`src/shared/vsla_pkg.sv`:
```
// Shared constants and types for the vector step and line addresser.
package vsla_pkg;

  // Register byte offsets on the APB bus.
  localparam logic [7:0] ADDR_CTRL  = 8'h00;
  localparam logic [7:0] ADDR_PIXOP = 8'h04;
  localparam logic [7:0] ADDR_DSTEP = 8'h08;
  localparam logic [7:0] ADDR_DIM1  = 8'h0c;
  localparam logic [7:0] ADDR_ERR   = 8'h10;
  localparam logic [7:0] ADDR_KAX   = 8'h14;
  localparam logic [7:0] ADDR_KDG   = 8'h18;
  localparam logic [7:0] ADDR_DSTXY = 8'h1c;
  localparam logic [7:0] ADDR_SRCXY = 8'h20;
  localparam logic [7:0] ADDR_PATXY = 8'h24;
  localparam logic [7:0] ADDR_MSKXY = 8'h28;

  // Coprocessor control register bits.
  localparam int CTRL_BUSY_BIT = 0;
  localparam int CTRL_DONE_BIT = 1;
  localparam int CTRL_STOP_BIT = 2;

  // Pixel operation register fields and reset value.
  localparam int PIXOP_FN_LSB   = 0;
  localparam int PIXOP_RD_BIT   = 2;
  localparam int PIXOP_MODE_LSB = 4;
  localparam int PIXOP_OCT_LSB  = 8;
  localparam logic [31:0] PIXOP_MASK = 32'h0000_0737;
  localparam logic [31:0] PIXOP_RST  = 32'h0000_0000;

  // Function codes.
  localparam logic [1:0] FN_OTHER = 2'h0;
  localparam logic [1:0] FN_LINE  = 2'h1;
  localparam logic [1:0] FN_STEP  = 2'h2;

  // Drawing modes.
  localparam logic [1:0] MODE_NORMAL     = 2'h0;
  localparam logic [1:0] MODE_FIRST_NULL = 2'h1;
  localparam logic [1:0] MODE_LAST_NULL  = 2'h2;

  // Octant field bits.
  localparam int OCT_XS_BIT = 2;
  localparam int OCT_YS_BIT = 1;
  localparam int OCT_MJ_BIT = 0;

  // Step code fields.
  localparam int CODE_DIR_LSB = 5;
  localparam int CODE_MD_BIT  = 4;
  localparam int CODE_CNT_LSB = 0;
  localparam logic [7:0] CODE_STOP = 8'h00;

  // Other reset values.
  localparam logic [31:0] WORD_RST = 32'h0000_0000;
  localparam logic [15:0] HALF_RST = 16'h0000;

  // Move vector {move x, x negative, move y, y negative}.
  localparam logic [3:0] VEC_NONE = 4'h0;
  localparam logic [3:0] VEC_XINC = 4'h8;

  // Map indices for the pointer arrays.
  localparam int MAP_DST = 0;
  localparam int MAP_SRC = 1;
  localparam int MAP_PAT = 2;
  localparam int MAP_MSK = 3;
  localparam int NUM_MAPS = 4;

  typedef enum logic [1:0] {
    ST_IDLE = 2'b00,
    ST_STEP = 2'b01,
    ST_LINE = 2'b10
  } vsla_state_t;

endpackage

```
`src/vsla_ptr_step.sv`:
```
// One X/Y pointer pair moved to a neighbouring pixel by a move vector.
module vsla_ptr_step
  import vsla_pkg::*;
(
  // Present pointer.
  input  wire logic [15:0] x,
  input  wire logic [15:0] y,
  // Move vector {move x, x negative, move y, y negative}.
  input  wire logic [3:0]  vec,
  // Pointer after the move.
  output logic      [15:0] next_x,
  output logic      [15:0] next_y
);

  // Each axis moves by one pixel at most; pointers wrap at 16 bits.
  assign next_x = vec[3] ? (vec[2] ? x - 16'h0001 : x + 16'h0001) : x;
  assign next_y = vec[1] ? (vec[0] ? y - 16'h0001 : y + 16'h0001) : y;

endmodule

```
`src/vsla_top.sv`:
```
// Address stepping for step-code and line draw operations, APB slave.
//
// The implementer's own choices: the APB register port and the register addresses.
module vsla_top
  import vsla_pkg::*;
(
  // Clock and reset.
  input  wire logic        CLOCK,
  input  wire logic        RESET,
  // APB slave.
  input  wire logic        PSEL,
  input  wire logic        PENABLE,
  input  wire logic        PWRITE,
  input  wire logic [7:0]  PADDR,
  input  wire logic [31:0] PWDATA,
  input  wire logic [3:0]  PSTRB,
  output logic             PREADY,
  output logic      [31:0] PRDATA,
  output logic             PSLVERR,
  // Status.
  output logic             BUSY,
  // Pixel address stream.
  output logic             PIX_VALID,
  output logic             PIX_DRAW,
  output logic      [15:0] DST_X,
  output logic      [15:0] DST_Y,
  output logic      [15:0] SRC_X,
  output logic      [15:0] SRC_Y,
  output logic      [15:0] PAT_X,
  output logic      [15:0] PAT_Y,
  output logic      [15:0] MSK_X,
  output logic      [15:0] MSK_Y
);

  // Byte lane merge of a write into a stored word.
  function automatic logic [31:0] merge(input logic [31:0] old_w,
                                        input logic [31:0] new_w,
                                        input logic [3:0]  strb);
    logic [31:0] res;
    res = old_w;
    for (int i = 0; i < 4; i++) begin
      if (strb[i]) begin
        res[8*i +: 8] = new_w[8*i +: 8];
      end
    end
    return res;
  endfunction

  // Picks one step code out of the direction step word.
  function automatic logic [7:0] code_of(input logic [31:0] word,
                                         input logic [1:0]  idx);
    return word[8*idx +: 8];
  endfunction

  // Direction code to move vector; codes go round counter-clockwise, Y down.
  function automatic logic [3:0] dir_vec(input logic [2:0] dir);
    logic [3:0] v;
    unique case (dir)
      3'h0: v = 4'h8;
      3'h1: v = 4'hb;
      3'h2: v = 4'h3;
      3'h3: v = 4'hf;
      3'h4: v = 4'hc;
      3'h5: v = 4'he;
      3'h6: v = 4'h2;
      3'h7: v = 4'ha;
    endcase
    return v;
  endfunction

  // Octant and diagonal decision to move vector; major axis always moves.
  function automatic logic [3:0] line_vec(input logic [2:0] oct,
                                          input logic       diag);
    logic mj;
    mj = oct[OCT_MJ_BIT];
    return {~mj | diag, oct[OCT_XS_BIT], mj | diag, oct[OCT_YS_BIT]};
  endfunction

  // Lowest written byte lane, where a step run begins.
  function automatic logic [1:0] first_lane(input logic [3:0] strb);
    logic [1:0] idx;
    idx = 2'd3;
    for (int i = 3; i >= 0; i--) begin
      if (strb[i]) begin
        idx = 2'(i);
      end
    end
    return idx;
  endfunction

  vsla_state_t state;
  vsla_state_t next_state;

  logic [31:0] pixop;
  logic [31:0] dstep;
  logic [15:0] dim1;
  logic [15:0] err_term;
  logic [15:0] k_axial;
  logic [15:0] k_diag;
  logic        done_flag;
  logic        stop_flag;
  logic [1:0]  code_idx;
  logic [15:0] run_cnt;
  logic        first_pix;
  logic [15:0] ptr_x [NUM_MAPS];
  logic [15:0] ptr_y [NUM_MAPS];
  logic [15:0] step_x [NUM_MAPS];
  logic [15:0] step_y [NUM_MAPS];
  logic [3:0]  map_vec [NUM_MAPS];
  logic [15:0] pix_x [NUM_MAPS];
  logic [15:0] pix_y [NUM_MAPS];

  // Bus decode; writes other than control are held off while running so
  // software can never disturb pointers or parameters of a live operation.
  wire        busy_now  = (state != ST_IDLE);
  wire        addr_ctrl = (PADDR == ADDR_CTRL);
  wire        addr_hit  = (PADDR <= ADDR_MSKXY) && (PADDR[1:0] == 2'b00);
  wire        stall     = busy_now & PWRITE & ~addr_ctrl;
  wire        accept    = PSEL & PENABLE & ~PREADY & ~stall;
  wire        commit    = PSEL & PENABLE & PREADY & PWRITE & addr_hit;
  wire        wr_ctrl   = commit & addr_ctrl;
  wire        wr_pixop  = commit & (PADDR == ADDR_PIXOP);
  wire        wr_dstep  = commit & (PADDR == ADDR_DSTEP);
  wire [31:0] pixop_new = merge(pixop, PWDATA, PSTRB) & PIXOP_MASK;
  wire [31:0] dstep_new = merge(dstep, PWDATA, PSTRB);

  // Operation fields of the stored pixel operation.
  wire [1:0] fn_sel   = pixop[PIXOP_FN_LSB +: 2];
  wire       rd_draw  = pixop[PIXOP_RD_BIT];
  wire [1:0] draw_md  = pixop[PIXOP_MODE_LSB +: 2];
  wire [2:0] octant   = pixop[PIXOP_OCT_LSB +: 3];

  // Starts: a line from the pixel operation write, a step run only from a
  // top byte write with the step function already stored.
  wire start_line = wr_pixop & (pixop_new[PIXOP_FN_LSB +: 2] == FN_LINE);
  wire start_step = wr_dstep & PSTRB[3] & (fn_sel == FN_STEP);

  // Current step code fields.
  wire [7:0] code      = code_of(dstep, code_idx);
  wire [7:0] code_next = code_of(dstep, code_idx + 2'd1);
  wire [2:0] code_dir  = code[CODE_DIR_LSB +: 3];
  wire       code_md   = code[CODE_MD_BIT];
  wire [3:0] code_cnt  = code[CODE_CNT_LSB +: 4];
  wire       code_stop = (code == CODE_STOP);

  // End of the present run and of the whole operation.
  wire in_step   = (state == ST_STEP);
  wire in_line   = (state == ST_LINE);
  wire code_end  = (run_cnt[3:0] == code_cnt);
  wire word_end  = (code_idx == 2'd3) | (code_next == CODE_STOP);
  wire line_end  = (run_cnt == dim1);
  wire run_end   = in_step ? code_end : line_end;
  wire pix_last  = in_step ? (code_end & word_end) : line_end;
  wire pix_fire  = (in_step & ~code_stop) | in_line;
  wire op_finish = (in_step & (code_stop | (code_end & code_idx == 2'd3)))
                 | (in_line & line_end);

  // Null end pixels are still stepped over, only the write is suppressed.
  wire null_first = first_pix & (draw_md == MODE_FIRST_NULL);
  wire null_last  = pix_last & (draw_md == MODE_LAST_NULL);
  wire pix_draw   = (in_line | code_md) & ~null_first & ~null_last;

  // Line decision: a non-negative error term takes the diagonal step.
  wire       diag   = ~err_term[15];
  wire [3:0] fn_raw = in_line ? line_vec(octant, diag) : dir_vec(code_dir);

  // The function map stops on the last pixel of each run; the other map increments X
  // after every pixel, so it stays on the next free source or target cell.
  wire [3:0] fn_vec = (pix_fire & ~run_end) ? fn_raw : VEC_NONE;
  wire [3:0] xi_vec = pix_fire ? VEC_XINC : VEC_NONE;
  assign map_vec[MAP_DST] = rd_draw ? xi_vec : fn_vec;
  assign map_vec[MAP_SRC] = rd_draw ? fn_vec : xi_vec;
  assign map_vec[MAP_PAT] = map_vec[MAP_SRC];
  assign map_vec[MAP_MSK] = map_vec[MAP_DST];

  // Address decode of pointer registers per map; the mask pair is read only.
  wire [NUM_MAPS-1:0] ptr_wr;
  assign ptr_wr[MAP_DST] = commit & (PADDR == ADDR_DSTXY);
  assign ptr_wr[MAP_SRC] = commit & (PADDR == ADDR_SRCXY);
  assign ptr_wr[MAP_PAT] = commit & (PADDR == ADDR_PATXY);
  assign ptr_wr[MAP_MSK] = 1'b0;

  // Read data selection.
  wire [31:0] ctrl_word = {29'h0, stop_flag, done_flag, busy_now};
  wire [31:0] rd_mux =
      (PADDR == ADDR_CTRL)  ? ctrl_word :
      (PADDR == ADDR_PIXOP) ? pixop :
      (PADDR == ADDR_DSTEP) ? dstep :
      (PADDR == ADDR_DIM1)  ? {16'h0, dim1} :
      (PADDR == ADDR_ERR)   ? {16'h0, err_term} :
      (PADDR == ADDR_KAX)   ? {16'h0, k_axial} :
      (PADDR == ADDR_KDG)   ? {16'h0, k_diag} :
      (PADDR == ADDR_DSTXY) ? {ptr_y[MAP_DST], ptr_x[MAP_DST]} :
      (PADDR == ADDR_SRCXY) ? {ptr_y[MAP_SRC], ptr_x[MAP_SRC]} :
      (PADDR == ADDR_PATXY) ? {ptr_y[MAP_PAT], ptr_x[MAP_PAT]} :
      (PADDR == ADDR_MSKXY) ? {ptr_y[MAP_MSK], ptr_x[MAP_MSK]} :
      WORD_RST;

  // One wait state on every access not stalled by a running operation keeps the answer a registered output.
  always_ff @(posedge CLOCK) begin
    if (RESET) begin
      PREADY  <= 1'b0;
      PSLVERR <= 1'b0;
      PRDATA  <= WORD_RST;
    end else begin
      PREADY  <= accept;
      PSLVERR <= accept & ~addr_hit;
      PRDATA  <= (accept & ~PWRITE & addr_hit) ? rd_mux : WORD_RST;
    end
  end

  // Operation control registers.
  always_ff @(posedge CLOCK) begin
    if (RESET) begin
      pixop <= PIXOP_RST;
      dstep <= WORD_RST;
      dim1  <= HALF_RST;
    end else begin
      if (wr_pixop) begin
        pixop <= pixop_new;
      end
      if (wr_dstep) begin
        dstep <= dstep_new;
      end
      if (commit & (PADDR == ADDR_DIM1)) begin
        dim1 <= 16'(merge({16'h0, dim1}, PWDATA, PSTRB));
      end
    end
  end

  // Line constants; the error term walks by one constant per pixel.
  always_ff @(posedge CLOCK) begin
    if (RESET) begin
      err_term <= HALF_RST;
      k_axial  <= HALF_RST;
      k_diag   <= HALF_RST;
    end else begin
      if (commit & (PADDR == ADDR_KAX)) begin
        k_axial <= 16'(merge({16'h0, k_axial}, PWDATA, PSTRB));
      end
      if (commit & (PADDR == ADDR_KDG)) begin
        k_diag <= 16'(merge({16'h0, k_diag}, PWDATA, PSTRB));
      end
      if (commit & (PADDR == ADDR_ERR)) begin
        err_term <= 16'(merge({16'h0, err_term}, PWDATA, PSTRB));
      end else if (in_line & ~line_end) begin
        err_term <= err_term + (diag ? k_diag : k_axial);
      end
    end
  end

  // Sequencer state.
  always_comb begin
    next_state = state;
    unique case (state)
      ST_IDLE: begin
        if (start_line) begin
          next_state = ST_LINE;
        end else if (start_step) begin
          next_state = ST_STEP;
        end
      end
      ST_STEP, ST_LINE: begin
        if (op_finish) begin
          next_state = ST_IDLE;
        end
      end
      default: next_state = ST_IDLE;
    endcase
  end

  // Run counter and code index; a code's counter restarts at each new code.
  always_ff @(posedge CLOCK) begin
    if (RESET) begin
      state     <= ST_IDLE;
      run_cnt   <= HALF_RST;
      code_idx  <= 2'd0;
      first_pix <= 1'b0;
    end else begin
      state <= next_state;
      if (start_step) begin
        code_idx <= first_lane(PSTRB);
      end else if (in_step & code_end & ~code_stop) begin
        code_idx <= code_idx + 2'd1;
      end
      if (start_line | start_step | (pix_fire & run_end)) begin
        run_cnt <= HALF_RST;
      end else if (pix_fire) begin
        run_cnt <= run_cnt + 16'h0001;
      end
      first_pix <= (start_line | start_step) | (first_pix & ~pix_fire);
    end
  end

  // Completion flags; a finishing operation wins over a clear in that cycle.
  always_ff @(posedge CLOCK) begin
    if (RESET) begin
      done_flag <= 1'b0;
      stop_flag <= 1'b0;
    end else if (start_line | start_step) begin
      done_flag <= 1'b0;
      stop_flag <= 1'b0;
    end else begin
      done_flag <= op_finish |
                   (done_flag & ~(wr_ctrl & PWDATA[CTRL_DONE_BIT]));
      stop_flag <= (op_finish & in_step & code_stop) |
                   (stop_flag & ~(wr_ctrl & PWDATA[CTRL_STOP_BIT]));
    end
  end

  // Per-map pointer movers and registers.
  generate
    for (genvar g = 0; g < NUM_MAPS; g++) begin : g_map
      vsla_ptr_step u_step (
        .x      (ptr_x[g]),
        .y      (ptr_y[g]),
        .vec    (map_vec[g]),
        .next_x (step_x[g]),
        .next_y (step_y[g])
      );

      // The mask pair is seeded from the destination at each start.
      always_ff @(posedge CLOCK) begin
        if (RESET) begin
          ptr_x[g] <= HALF_RST;
          ptr_y[g] <= HALF_RST;
        end else if ((g == MAP_MSK) && (start_line | start_step)) begin
          ptr_x[g] <= ptr_x[MAP_DST];
          ptr_y[g] <= ptr_y[MAP_DST];
        end else if (ptr_wr[g]) begin
          {ptr_y[g], ptr_x[g]} <= merge({ptr_y[g], ptr_x[g]}, PWDATA, PSTRB);
        end else if (pix_fire) begin
          ptr_x[g] <= step_x[g];
          ptr_y[g] <= step_y[g];
        end
      end

      // Addresses of the pixel being issued, held until the next one.
      always_ff @(posedge CLOCK) begin
        if (RESET) begin
          pix_x[g] <= HALF_RST;
          pix_y[g] <= HALF_RST;
        end else if (pix_fire) begin
          pix_x[g] <= ptr_x[g];
          pix_y[g] <= ptr_y[g];
        end
      end
    end
  endgenerate

  // Pixel strobe and status outputs.
  always_ff @(posedge CLOCK) begin
    if (RESET) begin
      PIX_VALID <= 1'b0;
      PIX_DRAW  <= 1'b0;
      BUSY      <= 1'b0;
    end else begin
      PIX_VALID <= pix_fire;
      PIX_DRAW  <= pix_fire & pix_draw;
      BUSY      <= (next_state != ST_IDLE);
    end
  end

  // Output aliases of the pixel address registers.
  assign DST_X = pix_x[MAP_DST];
  assign DST_Y = pix_y[MAP_DST];
  assign SRC_X = pix_x[MAP_SRC];
  assign SRC_Y = pix_y[MAP_SRC];
  assign PAT_X = pix_x[MAP_PAT];
  assign PAT_Y = pix_y[MAP_PAT];
  assign MSK_X = pix_x[MAP_MSK];
  assign MSK_Y = pix_y[MAP_MSK];

endmodule

```
`config.mk`:
```
export PLATFORM = sky130hd
export DESIGN_NAME = vsla_top
export DESIGN_NICKNAME = d
export VERILOG_FILES = /design/src/shared/vsla_pkg.sv /design/src/vsla_ptr_step.sv /design/src/vsla_top.sv
export SDC_FILE = /design/constraint.sdc
export NUM_CORES = 1
export LEC_CHECK = 0
export BUFFER_PORTS_ARGS = -buffer_cell sky130_fd_sc_hd__buf_2
export CAP_MARGIN = 20
export CORE_ASPECT_RATIO = 0.8
export CORE_MARGIN = 8
export CORE_UTILIZATION = 53
export CTS_CLUSTER_SIZE = 20
export DETAILED_ROUTE_END_ITERATION = 6
export GPL_TIMING_DRIVEN = 1
export PLACE_DENSITY = 0.77
export SETUP_SLACK_MARGIN = 0.4
export SYNTH_ARGS = -nofsm -noshare
export SYNTH_HDL_FRONTEND = slang
export SYNTH_SLANG_ARGS = --single-unit
export TNS_END_PERCENT = 30
```
`constraint.sdc`:
```
create_clock -name CLOCK -period 9.4 [get_ports CLOCK]
set_input_delay 0.47 -clock CLOCK [delete_from_list [all_inputs] [get_ports CLOCK]]
set_output_delay 0.47 -clock CLOCK [all_outputs]
set_load 0.03 [all_outputs]
```
; ---- Yosys cells after proc, flatten, opt, wreduce, memory -nomap -nowiden
; Memory sizes are Yosys's and may differ from the RTL's.
; Cells that the tools add are included.
; W data, S select, Z words.
[classes]
shifts = 2
n_addsub = 19
n_reduce_logical = 55
bitwise_logic = 82
eq_ne = 33
mux = 80
n_lt_le_gt_ge = 1
[ops]
columns = op, count
row1 = $mux W16, 43
row2 = $mux W32, 10
row3 = $add A16 B1 Y16 const B, 9
row4 = $sub A16 B1 Y16 const B, 8
row5 = $shiftx A32 B6 Y8, 2
row6 = $and A1 B1 Y1, 46
row7 = $reduce_and A3 Y1, 12
row8 = $eq A8 B5 Y1 const B, 4
row9 = $mux W8, 4
row10 = $reduce_and A2 Y1, 16
row11 = $reduce_bool A2 Y1, 16
row12 = $ne A2 B2 Y1 const B, 14
row13 = $eq A8 B6 Y1 const B, 3
row14 = $logic_not A8 Y1, 3
row15 = $mux W4, 5
row16 = $or A1 B1 Y1, 20
row17 = $add A16 B16 Y16, 1
row18 = $eq A16 B16 Y1, 1
row19 = $eq A8 B4 Y1 const B, 2
row20 = $mux W2, 8
row21 = $not A1 Y1, 16
row22 = $eq A2 B2 Y1 const B, 4
row23 = $eq A8 B3 Y1 const B, 1
row24 = $le A8 B6 Y1 const B, 1
row25 = 10 further kinds, 23
[word_totals]
ram_bits = 128
elab_cells = 317
in_bits = 49
n_memories = 3
output_inout_bits = 165
rom_bits = 32
regBits = 292
[memory_table]
columns = name, words, word_bits, read_ports, rd_clocked_by_memory_dff, write_ports, line
row1 = pix_x, 4, 16, 4, 0, 4, vsla_top.sv:110  ; logic [15:0] pix_x [NUM_MAPS];
row2 = pix_y, 4, 16, 4, 0, 4, vsla_top.sv:111  ; logic [15:0] pix_y [NUM_MAPS];
row3 = (no name shown), 8, 4, 1, 0, 0, vsla_top.sv:58  ; unique case (dir)

; ---- Depth between registers and ports, before layout
; Gate-level depths: netlist (run 1).
[depth]
ltp_word = 12
mapped_depth = 19
ltp_nobuf = 17

; ---- Modules after synthesis
; A second synthesis (run 1) with hierarchy kept.
[hier_totals]
cells_unflattened = 2964
hier_area_um2 = 26910.8
[modules_own_cells]
columns = mod, seq_area_each_um2, cells_per_inst, area_per_inst_um2, n_inst
row1 = vsla_top, 9689.3, 1969, 19477.4, 1
row2 = vsla_ptr_step at g_map[0].u_step ..., 0.0, 249, 1864.3, 3
row3 = vsla_ptr_step at g_map[3].u_step, 0.0, 248, 1840.5, 1

; ---- Worst setup path before layout (run 1)
; Ideal clock, no wire load.
[synth_timing]
path_type = flip-flop to flip-flop
from = register code_idx[0]
to = memory pix_x[0][0], enable pin
n_path_buf = 4
stages_incl_launch_ff = 9
required_time_ns = 8.291
setup_time_ns = 1.109
period_less_slack_ns = 5.367
arrival_ns = 4.258
slack_ns = 4.033
cell_sequence = dfxtp_1 buf_6 mux4_2 a211oi_1 a41o_1 buf_6 buf_2 buf_1 nand2_1
[synth_lines]
columns = item, line
row1 = start: declaration, vsla_top.sv:102  ; logic [1:0] code_idx;
row2 = start signal: assignment, vsla_top.sv:282  ; code_idx <= first_lane(PSTRB);
row3 = start signal: assignment, vsla_top.sv:284  ; code_idx <= code_idx + 2'd1;
row4 = end: declaration, vsla_top.sv:110

; ---- Final worst setup path (run 1)
[layout_timing]
from = register code_idx[0]
to = register ptr_y[63] (netlist bit)
[layout_via]
elab_chain_len = 12
elab_cells_between_ends = 20
cone_classes = 1 x eq/ne / 1 x shift / 8 x mux / 5 x bitwise / 4 x reduce/logical / 1 x memory
[layout_lines]
columns = item, line
row1 = $shiftx A32 B6 Y8 *, vsla_top.sv:52  ; return word[8*idx +: 8];
row2 = $logic_not A8 Y1, vsla_top.sv:144  ; wire code_stop = (code == CODE_STOP);
row3 = $not A1 Y1, vsla_top.sv:154  ; wire pix_fire = (in_step & ~code_stop) | in_line;
row4 = $and A1 B1 Y1, vsla_top.sv:154
row5 = $or A1 B1 Y1, vsla_top.sv:154
row6 = $and A1 B1 Y1, vsla_top.sv:169  ; wire [3:0] fn_vec = (pix_fire & ~run_end) ? fn_raw : VEC_NONE;
row7 = $mux W4, vsla_top.sv:169
row8 = $mux W4, vsla_top.sv:171  ; assign map_vec[MAP_DST] = rd_draw ? xi_vec : fn_vec;
row9 = $mux W16 (2 in a row), vsla_ptr_step.sv:17  ; assign next_y = vec[1] ? (vec[0] ? y - 16'h0001 : y + 16'h0001) : y;
row10 = $mux W16, vsla_top.sv:332  ; end else if (pix_fire) begin
row11 = $mux W16, vsla_top.sv:330  ; end else if (ptr_wr[g]) begin
row12 = end signal: indexed assignment, vsla_top.sv:329  ; ptr_y[g] <= ptr_y[MAP_DST];
row13 = end signal: indexed assignment, vsla_top.sv:331  ; {ptr_y[g], ptr_x[g]} <= merge({ptr_y[g], ptr_x[g]}, PWDATA, PSTRB);
row14 = end signal: indexed assignment, vsla_top.sv:334  ; ptr_y[g] <= step_y[g];
row15 = end: declaration, vsla_top.sv:106  ; logic [15:0] ptr_y [NUM_MAPS];
; Every way passes the cells marked *; elsewhere a longest branch is shown, timed or not. The select of a mux whose other input is x is not followed.
; A chain may end at the register's enable or synchronous reset.

==> results of run 1 <==
-- worst register-to-register path: cells and delay by family, from the launching register on --
| family | cells | cell delay, ns |
|---|---|---|
| adders and majority gates | 1 | 0.34 |
| buffers and inverters | 2 | 0.42 |
| DFF | 1 | 0.89 |
| muxes | 1 | 0.63 |
| AOI/OAI and AO/OA | 7 | 2.10 |
| and+or+nand+nor | 4 | 1.21 |
| xor gates and xnor gates | 1 | 0.14 |
-- area by class of cell --
| class | instances | area [sq um] | share of cell area (%) |
|---|---|---|---|
| Clock buffer | 60 | 1210 | 4.45 |
| Inverter | 46 | 173 | 0.634 |
| Tap cell | 612 | 766 | 2.81 |
| Sequential cell | 420 | 9690 | 35.6 |
| Timing Repair Buffer | 239 | 1270 | 4.68 |
| Antenna cell | 2 | 5.00 | 0.0184 |
| Multi-Input combinational cell | 2128 | 14000 | 51.3 |
| Clock inverter | 19 | 160 | 0.588 |
-- metal layers --
| layer | vias up | wire [um] | track usage [%] |
|---|---|---|---|
| met5 | - | 24 | 0 |
| met4 | 4 | 4280 | 14.5 |
| met3 | 284 | 9130 | 7.09 |
| met2 | 1213 | 35700 | 45.1 |
| met1 | 10521 | 31400 | 37.0 |
| li1 | 10354 | - | - |
-- sequential cells by signal (all words and copies together), names as in the netlist, 2 cells and up --
signal and count:
PRDATA 32, code_idx 2, dim1 16, dstep 32, err_term 16, k_axial 16, k_diag 16, pix_x 64
pix_y 64, pixop 8, ptr_x 64, ptr_y 64, run_cnt 16, state 2
-- worst max path at each step --
stage                             end         from  depth (start not counted)  slack, ns
after detailed placement    ptr_y[63]  code_idx[0]                         16       3.61
after CTS                   ptr_y[63]  code_idx[0]                         16       3.59
after global routing        ptr_y[63]  code_idx[0]                         16       3.15
final                       ptr_y[63]  code_idx[0]                         16       3.56
after global placement      ptr_y[63]  code_idx[0]                         16       3.80
after floorplan           pix_x[0][0]  code_idx[0]                          8       4.03
-- report_power, final --
part / internal (W) / total, W / switching, W
Combinational: 0.0000295 / 0.000158 / 0.000129
Clock: 0.000963 / 0.00171 / 0.000750
Sequential: 0.00188 / 0.00189 / 0.00000693
-- cells in the mapped netlist, types with 28 or more instances --
master	count	area (sq um)
a21oi_1	179	896
mux2i_1	81	811
edfxtp_1	128	3840
o21ai_0	154	771
dfxtp_1	292	5850
inv_1	45	169
buf_2	28	140
clkbuf_1	116	435
nor3_1	73	365
nand3_1	68	340
a21o_1	36	270
nor2_1	313	1170
a31oi_1	43	269
and2_1	132	826
a311oi_1	47	412
ha_1	133	1660
a22oi_1	79	593
nand2_1	258	968
xor2_1	54	473
a211oi_1	80	601
xnor2_1	84	736
-- per-stage QoR --
step	worst slack, ns	instance area (sq um)
2_1_floorplan	4.03	24500
3_3_place_gp	3.80	25800
3_5_place_dp	3.61	25900
4_1_cts	3.59	27200
5_1_grt	3.15	27200
6_report	3.56	27200
-- cell families (layout without fill, tap and decap cells) --
family,after synthesis,count (layout),share of synthesized area [%]
compound gates,762,762,20.6
xor+xnor,138,138,4.94
fa+ha+maj,142,142,7.54
buf+inv,206,364,3.46
flops,420,420,39.6
mux,105,105,4.79
other cells,0,2,0
simple gates,981,981,19.1
==> metrics.md, run 1 <==
| Metric | Value |
|---|---|
| VDD IR max | 125 uV |
| Worst Clk Skew | 0.0245 ns |
| Reg2reg end | ptr_y[63] |
| PostCTS Resize Cnt | 0 |
| Layout cells sized above 1 | 12.6% |
| DP HPWL | 57.9 mm |
| Synth Instances | 2754 |
| Die height | about 210 um |
| Worst slew pin tran | 1.16 ns |
| Hold depth | 2 |
| Layout area overhead | 11.4% |
| Power per cell area | between 100 and 150 nW/um^2 |
| Worst hold path endpoint | PREADY |
| H-tree depth | 2 |
| Top_reg_cell synth | dfxtp_1 |
| DRT iter0 DRCs | 2342 |
| I/O Buffers | 213 |
| Initial antenna violation count | 5 |
| Tcrit/Tclk final | 62.1% |
| RSZ-0062 raised after global routing | false |
| Reg2reg setup slack | around 3.6 ns |
| First-pass GRT wire length | 124 mm |
| Final wirelength | between 80 and 90 mm |
| Max Cap Violations | 0 |
| Fillers | 3927 |
| HP Start | PWRITE |
| Final Hold Vio Count | 0 |
| Starting utilization of the core area | 53.6% |
| Vias per cell | 6.35 |
| Setup TNS | 0 ns |
| Setup repair bufs after CTS | 0 |
| Commonest non-fill, non-tap cell in the layout | nor2_1 |
| Run status | finished clean |
| Clk_lat worst skew | 0.59 ns |
| Asr flop ratio synth | 0% |
| CTS Buf Count | 44 |
| CP required | slightly below 10 ns |
| Tightest Hold Check Type | in -> reg |
| Avg WL per Cell | 22.8 um |
| CTS sink count | 420 |
| EDFF count, synth | about 130 |
| Worst reg2reg startpoint | code_idx[0] |
| Clock Tree Buf Depth | 3 |
| Layout Nets | a little over 3000 |
| Ys Warns | 0 |
| Clock Tree Root | clkbuf_16 |
| CP Max Fanout | 33 |
| Syn_nets | 2945 |
| Non-Filler Instances | 3526 |
| CP Class | reg -> reg |
| CTS hold repair buffers | 0 |
| Number of synthesized register bits | 420 |
| Io pins | 214 |
| CTS tree | done |
| Total chip power | 0.00376 W |
| CP cell instances | mux4_2 -> xnor2_1 -> nand3_1 -> o22ai_2 -> or4_4 -> inv_1 -> buf_4 -> ha_1 -> a211o_1 -> a2111oi_0 -> nor3_1 -> nor2_1 -> a211o_1 -> a41oi_1 -> o31a_1 -> o311a_1 |
| Mean Syn Cell Area | 8.88 sq um |
| Netlist cell types | 90 |
| Die footprint | 53300 sq um |
| Total track usage | 28.9% |
| Crit path DAT | 6.30 ns |
| Reg clk slew, reported paths | ~0.060 ns |
| GR Overflow Total | 0 |
| CP peak stage delay | 0.89 ns |
| Total number of vias | approximately 22000 |
| Slowest CP cell | dfxtp_1 |
| Placed Cells | 3444 |
| ANT nets after route | 0 |
| CP Buf/Inv Count | 2 |
| Hold WS | 0.118 ns |
| Rel. slew slack | 22.6% |
| Largest net degree at the start of global routing | 105 |
| Leakage | 10.9 nW |
| CP top delay family | compound AO/OA/AOI/OAI gates |
| Drt pass-1 iters | 7 |
| Final setup vio count | 0 |
| FF-to-FF path depth | 16 |
| Row cnt | 70 |
| CP endpoint kind | register |
| GP Congestion | 1.00 |
| Post-layout util | 59.7% |
| Startpoint Class | register |
| Most frequent cells in the layout | nor2_1 (309), dfxtp_1 (292), nand2_1 (257), buf_2 (212), a21oi_1 (179) |
| Core area | 45600 sq um |
| CP dominant cell by count | a211o_1 |
| Vias in the first global route | 21613 |
| Seq/Total Area, Yosys | 39.6% |
| Max Slew Vio Count | 0 |
| Die width | 256 um |
| Fin crit period | a little under 6 ns |
| Detailed-route DRC error count | 0 |
| Mapped Area | 24500 sq um |
| Peak Freq | 0.171 GHz |
Note: power is estimated with default switching activity, not from simulation.
==> inputs of run 2 (changes only) <==
==> constraint.sdc (replaced) <==
create_clock -name CLOCK -period 6.04 [get_ports CLOCK]
set_input_delay 0.302 -clock CLOCK [delete_from_list [all_inputs] [get_ports CLOCK]]
set_output_delay 0.302 -clock CLOCK [all_outputs]
set_load 0.03 [all_outputs]
==> metrics.md, run 2 (synthesis gave the netlist of run 1 again) <==
| Metric | Value |
|---|---|
| Row cnt | 70 (unchanged) |
| Layout Nets | 3082 (was 3070) |
| Peak Freq | 0.191 GHz (was 0.171 GHz) |
| Core area | 45600 sq um (unchanged) |
| DP HPWL | 60.8 mm (was 57.9 mm) |
| CTS tree | done (unchanged) |
| DRT iter0 DRCs | 2462 (was 2342) |
| I/O Buffers | 213 (unchanged) |
| Leakage | 11.1 nW (was 10.9 nW) |
| Worst slew pin tran | 1.14 ns (was 1.16 ns) |
| GP Congestion | 0.981 (was 1.00) |
| H-tree depth | 2 (unchanged) |
| Most frequent cells in the layout | nor2_1 (309), dfxtp_1 (290), nand2_1 (257), buf_2 (212), a21oi_1 (179) (was nor2_1 (309), dfxtp_1 (292), nand2_1 (257), buf_2 (212), a21oi_1 (179)) |
| Switching power | 0.00143 W (was 0.000886 W) |
| Hold WS | 0.0629 ns (was 0.118 ns) |
| Final setup vio count | 0 (unchanged) |
| Power per cell area | 222 nW/um^2 (was 138 nW/um^2) |
| First-pass GRT wire length | 130 mm (was 124 mm) |
| Vias per cell | 6.44 (was 6.35) |
| CP cell instances | mux4_2 -> xnor2_1 -> nand3_1 -> o22ai_4 -> or4_4 -> inv_1 -> buf_4 -> ha_1 -> a21o_1 -> a21oi_1 -> o21a_1 -> o31ai_1 -> o41ai_1 -> o211ai_1 -> xnor2_1 -> mux2i_1 -> a21oi_1 (was mux4_2 -> xnor2_1 -> nand3_1 -> o22ai_2 -> or4_4 -> inv_1 -> buf_4 -> ha_1 -> a211o_1 -> a2111oi_0 -> nor3_1 -> nor2_1 -> a211o_1 -> a41oi_1 -> o31a_1 -> o311a_1) |
| Vias in the first global route | 21710 (was 21613) |
| Final instance area | 27500 sq um (was 27200 sq um) |
| Setup repair bufs after CTS | 0 (unchanged) |
| Reg clk slew, reported paths | 0.06 ns (about the same) |
| CTS Buf Count | 44 (unchanged) |
| Clock Tree Buf Depth | 3 (unchanged) |
| CP Max Fanout | 29 (was 33) |
| Flop pwr share | 48.1% (was 50.3%) |
| Max Cap Violations | 0 (unchanged) |
| Failing checks | DRC |
| Drt pass-1 iters | 7 (unchanged) |
| Slowest CP cell | dfxtp_2 (was dfxtp_1) |
| Largest net degree at the start of global routing | 94 (was 105) |
| Max Slew Vio Count | 0 (unchanged) |
| CP endpoint kind | register (unchanged) |
| Layout cells sized above 1 | 13.3% (was 12.6%) |
| Ant. Diodes | 0 (was 2) |
| Area after DPL | 25900 sq um (about the same) |
| Avg WL per Cell | 23.9 um (was 22.8 um) |
| Die height | 208 um (unchanged) |
| Initial antenna violation count | 2 (was 5) |
| Io pins | 214 (unchanged) |
| Clk_lat worst skew | 0.59 ns (about the same) |
| Tcrit/Tclk final | 86.6% (was 62.1%) |
| GR Overflow Total | 0 (unchanged) |
| Total track usage | 30.5% (was 28.9%) |
| ANT nets after route | 0 (unchanged) |
| Starting utilization of the core area | 53.6% (unchanged) |
| CP Buf/Inv Count | 2 (unchanged) |
| Final Hold Vio Count | 0 (unchanged) |
| Combinational cell fraction of total power | 4.2% (about the same) |
| CP peak stage delay | 0.62 ns (was 0.89 ns) |
| Detailed-route DRC error count | 15 (was 0) |
| Worst Clk Skew | 0.0275 ns (was 0.0245 ns) |
| Die width | 256 um (unchanged) |
| CTS sink count | 420 (unchanged) |
| CP Class | reg -> reg (unchanged) |
| Die footprint | 53300 sq um (unchanged) |
| Sw frac | 23.3% (was 23.5%) |
| VDD IR max | 236 uV (was 125 uV) |
| CP required | 6.54 ns (was 9.86 ns) |
| Crit path DAT | 5.73 ns (was 6.30 ns) |
| Setup TNS | 0 ns (unchanged) |
| RSZ-0062 raised after global routing | false (unchanged) |
| Commonest non-fill, non-tap cell in the layout | nor2_1 (unchanged) |
| CP top delay family | compound AO/OA/AOI/OAI gates (unchanged) |
| Tightest Hold Check Type | in -> reg (unchanged) |
| Final wirelength | 84.8 mm (was 80.5 mm) |
| Clk pwr share | 47.7% (was 45.5%) |
| Run status | complete, but fails checks (was finished clean) |
| Rel. slew slack | 23.7% (was 22.6%) |
| Fin crit period | 5.23 ns (was 5.84 ns) |
| Power Internal | 0.00469 W (was 0.00288 W) |
| Layout area overhead | 12.6% (was 11.4%) |
| Clock Tree Root | clkbuf_16 (unchanged) |
| Startpoint Class | register (unchanged) |
| Total number of vias | 22789 (was 22376) |
## run 2: changes by cell type in the layout (fill, tap and decap cells not counted), sizes merged
cell / delta
inv: +1
diode: -2
buf: +10
clkinvlp: +4
bufinv: +5
clkbuf: -7
dlygate4sd3: +2
## run 2: path summary, 6_finish.rpt
check / start / slack, ns / depth (start not counted) / to
hold reg to reg: done_flag / 0.47 / 2 / done_flag
setup reg to reg: code_idx[0] / 0.81 / 17 / ptr_y[14]
setup / recovery: code_idx[0] / 0.81 / 17 / ptr_y[14]
hold / removal: PWDATA[16] / 0.06 / 3 / ptr_y[48]
## run 2: worst register-to-register path, stage by stage, from the launching register on
cell      delay (ns)
dfxtp_2         0.62
mux4_2          0.58
xnor2_1         0.14
nand3_1         0.25
o22ai_4         0.20
or4_4           0.57
inv_1           0.20
buf_4           0.37
ha_1            0.37
a21o_1          0.18
a21oi_1         0.27
o21a_1          0.19
o31ai_1         0.13
o41ai_1         0.45
o211ai_1        0.19
xnor2_1         0.19
mux2i_1         0.10
a21oi_1         0.17
## run 2: final cells by class
cell class	instances	area, sq um
Fill cell	3918	18100
Clock inverter	29	347
Multi-Input combinational cell	2128	14000
Inverter	46	173
Clock buffer	53	1190
Timing Repair Buffer	251	1410
Sequential cell	420	9690
Tap cell	612	766
## run 2: timing repair
action,CTS,global route
hold buffers,2,0
endpoints found under the setup margin,0,27
resized for setup,0,3
hold endpoints to repair,1,0
## run 2: routing by layer
metal / routed length (um) / GRT usage (%) / vias to the layer above / part of all wire [%]
met4: 4710 / 14.8 / 2 / 5.6
met3: 9100 / 6.35 / 301 / 11
met5: 13 / 0 / - / 0.015
li1: - / - / 10380 / -
met2: 37200 / 47.5 / 1331 / 44
met1: 33700 / 40.1 / 10775 / 40
## run 2: power by group through the flow
| stage | Combinational, W | Sequential (W) | Clock [W] |
|---|---|---|---|
| after floorplan | 0.0000686 | 0.00308 | 0 |
| after global placement | 0.000245 | 0.00300 | 0 |
| after detailed placement | 0.000247 | 0.00301 | 0 |
| after CTS | 0.000248 | 0.00294 | 0.00295 |
| after global routing | 0.000261 | 0.00295 | 0.00304 |
| final | 0.000255 | 0.00294 | 0.00292 |
## run 2: per-stage QoR
| stage | util [%] | setup slack, ns | cells | total power [W] |
|---|---|---|---|---|
| 2_1_floorplan | - | 0.673 | 2754 | 0.00314 |
| 3_3_place_gp | 56.8 | 0.665 | 3449 | 0.00325 |
| 3_5_place_dp | 56.8 | 0.476 | 3450 | 0.00325 |
| 4_1_cts | 60.2 | 0.479 | 3534 | 0.00614 |
| 5_1_grt | 60.4 | 0.474 | 3539 | 0.00625 |
| 6_report | 60.4 | 0.810 | 3539 | 0.00612 |
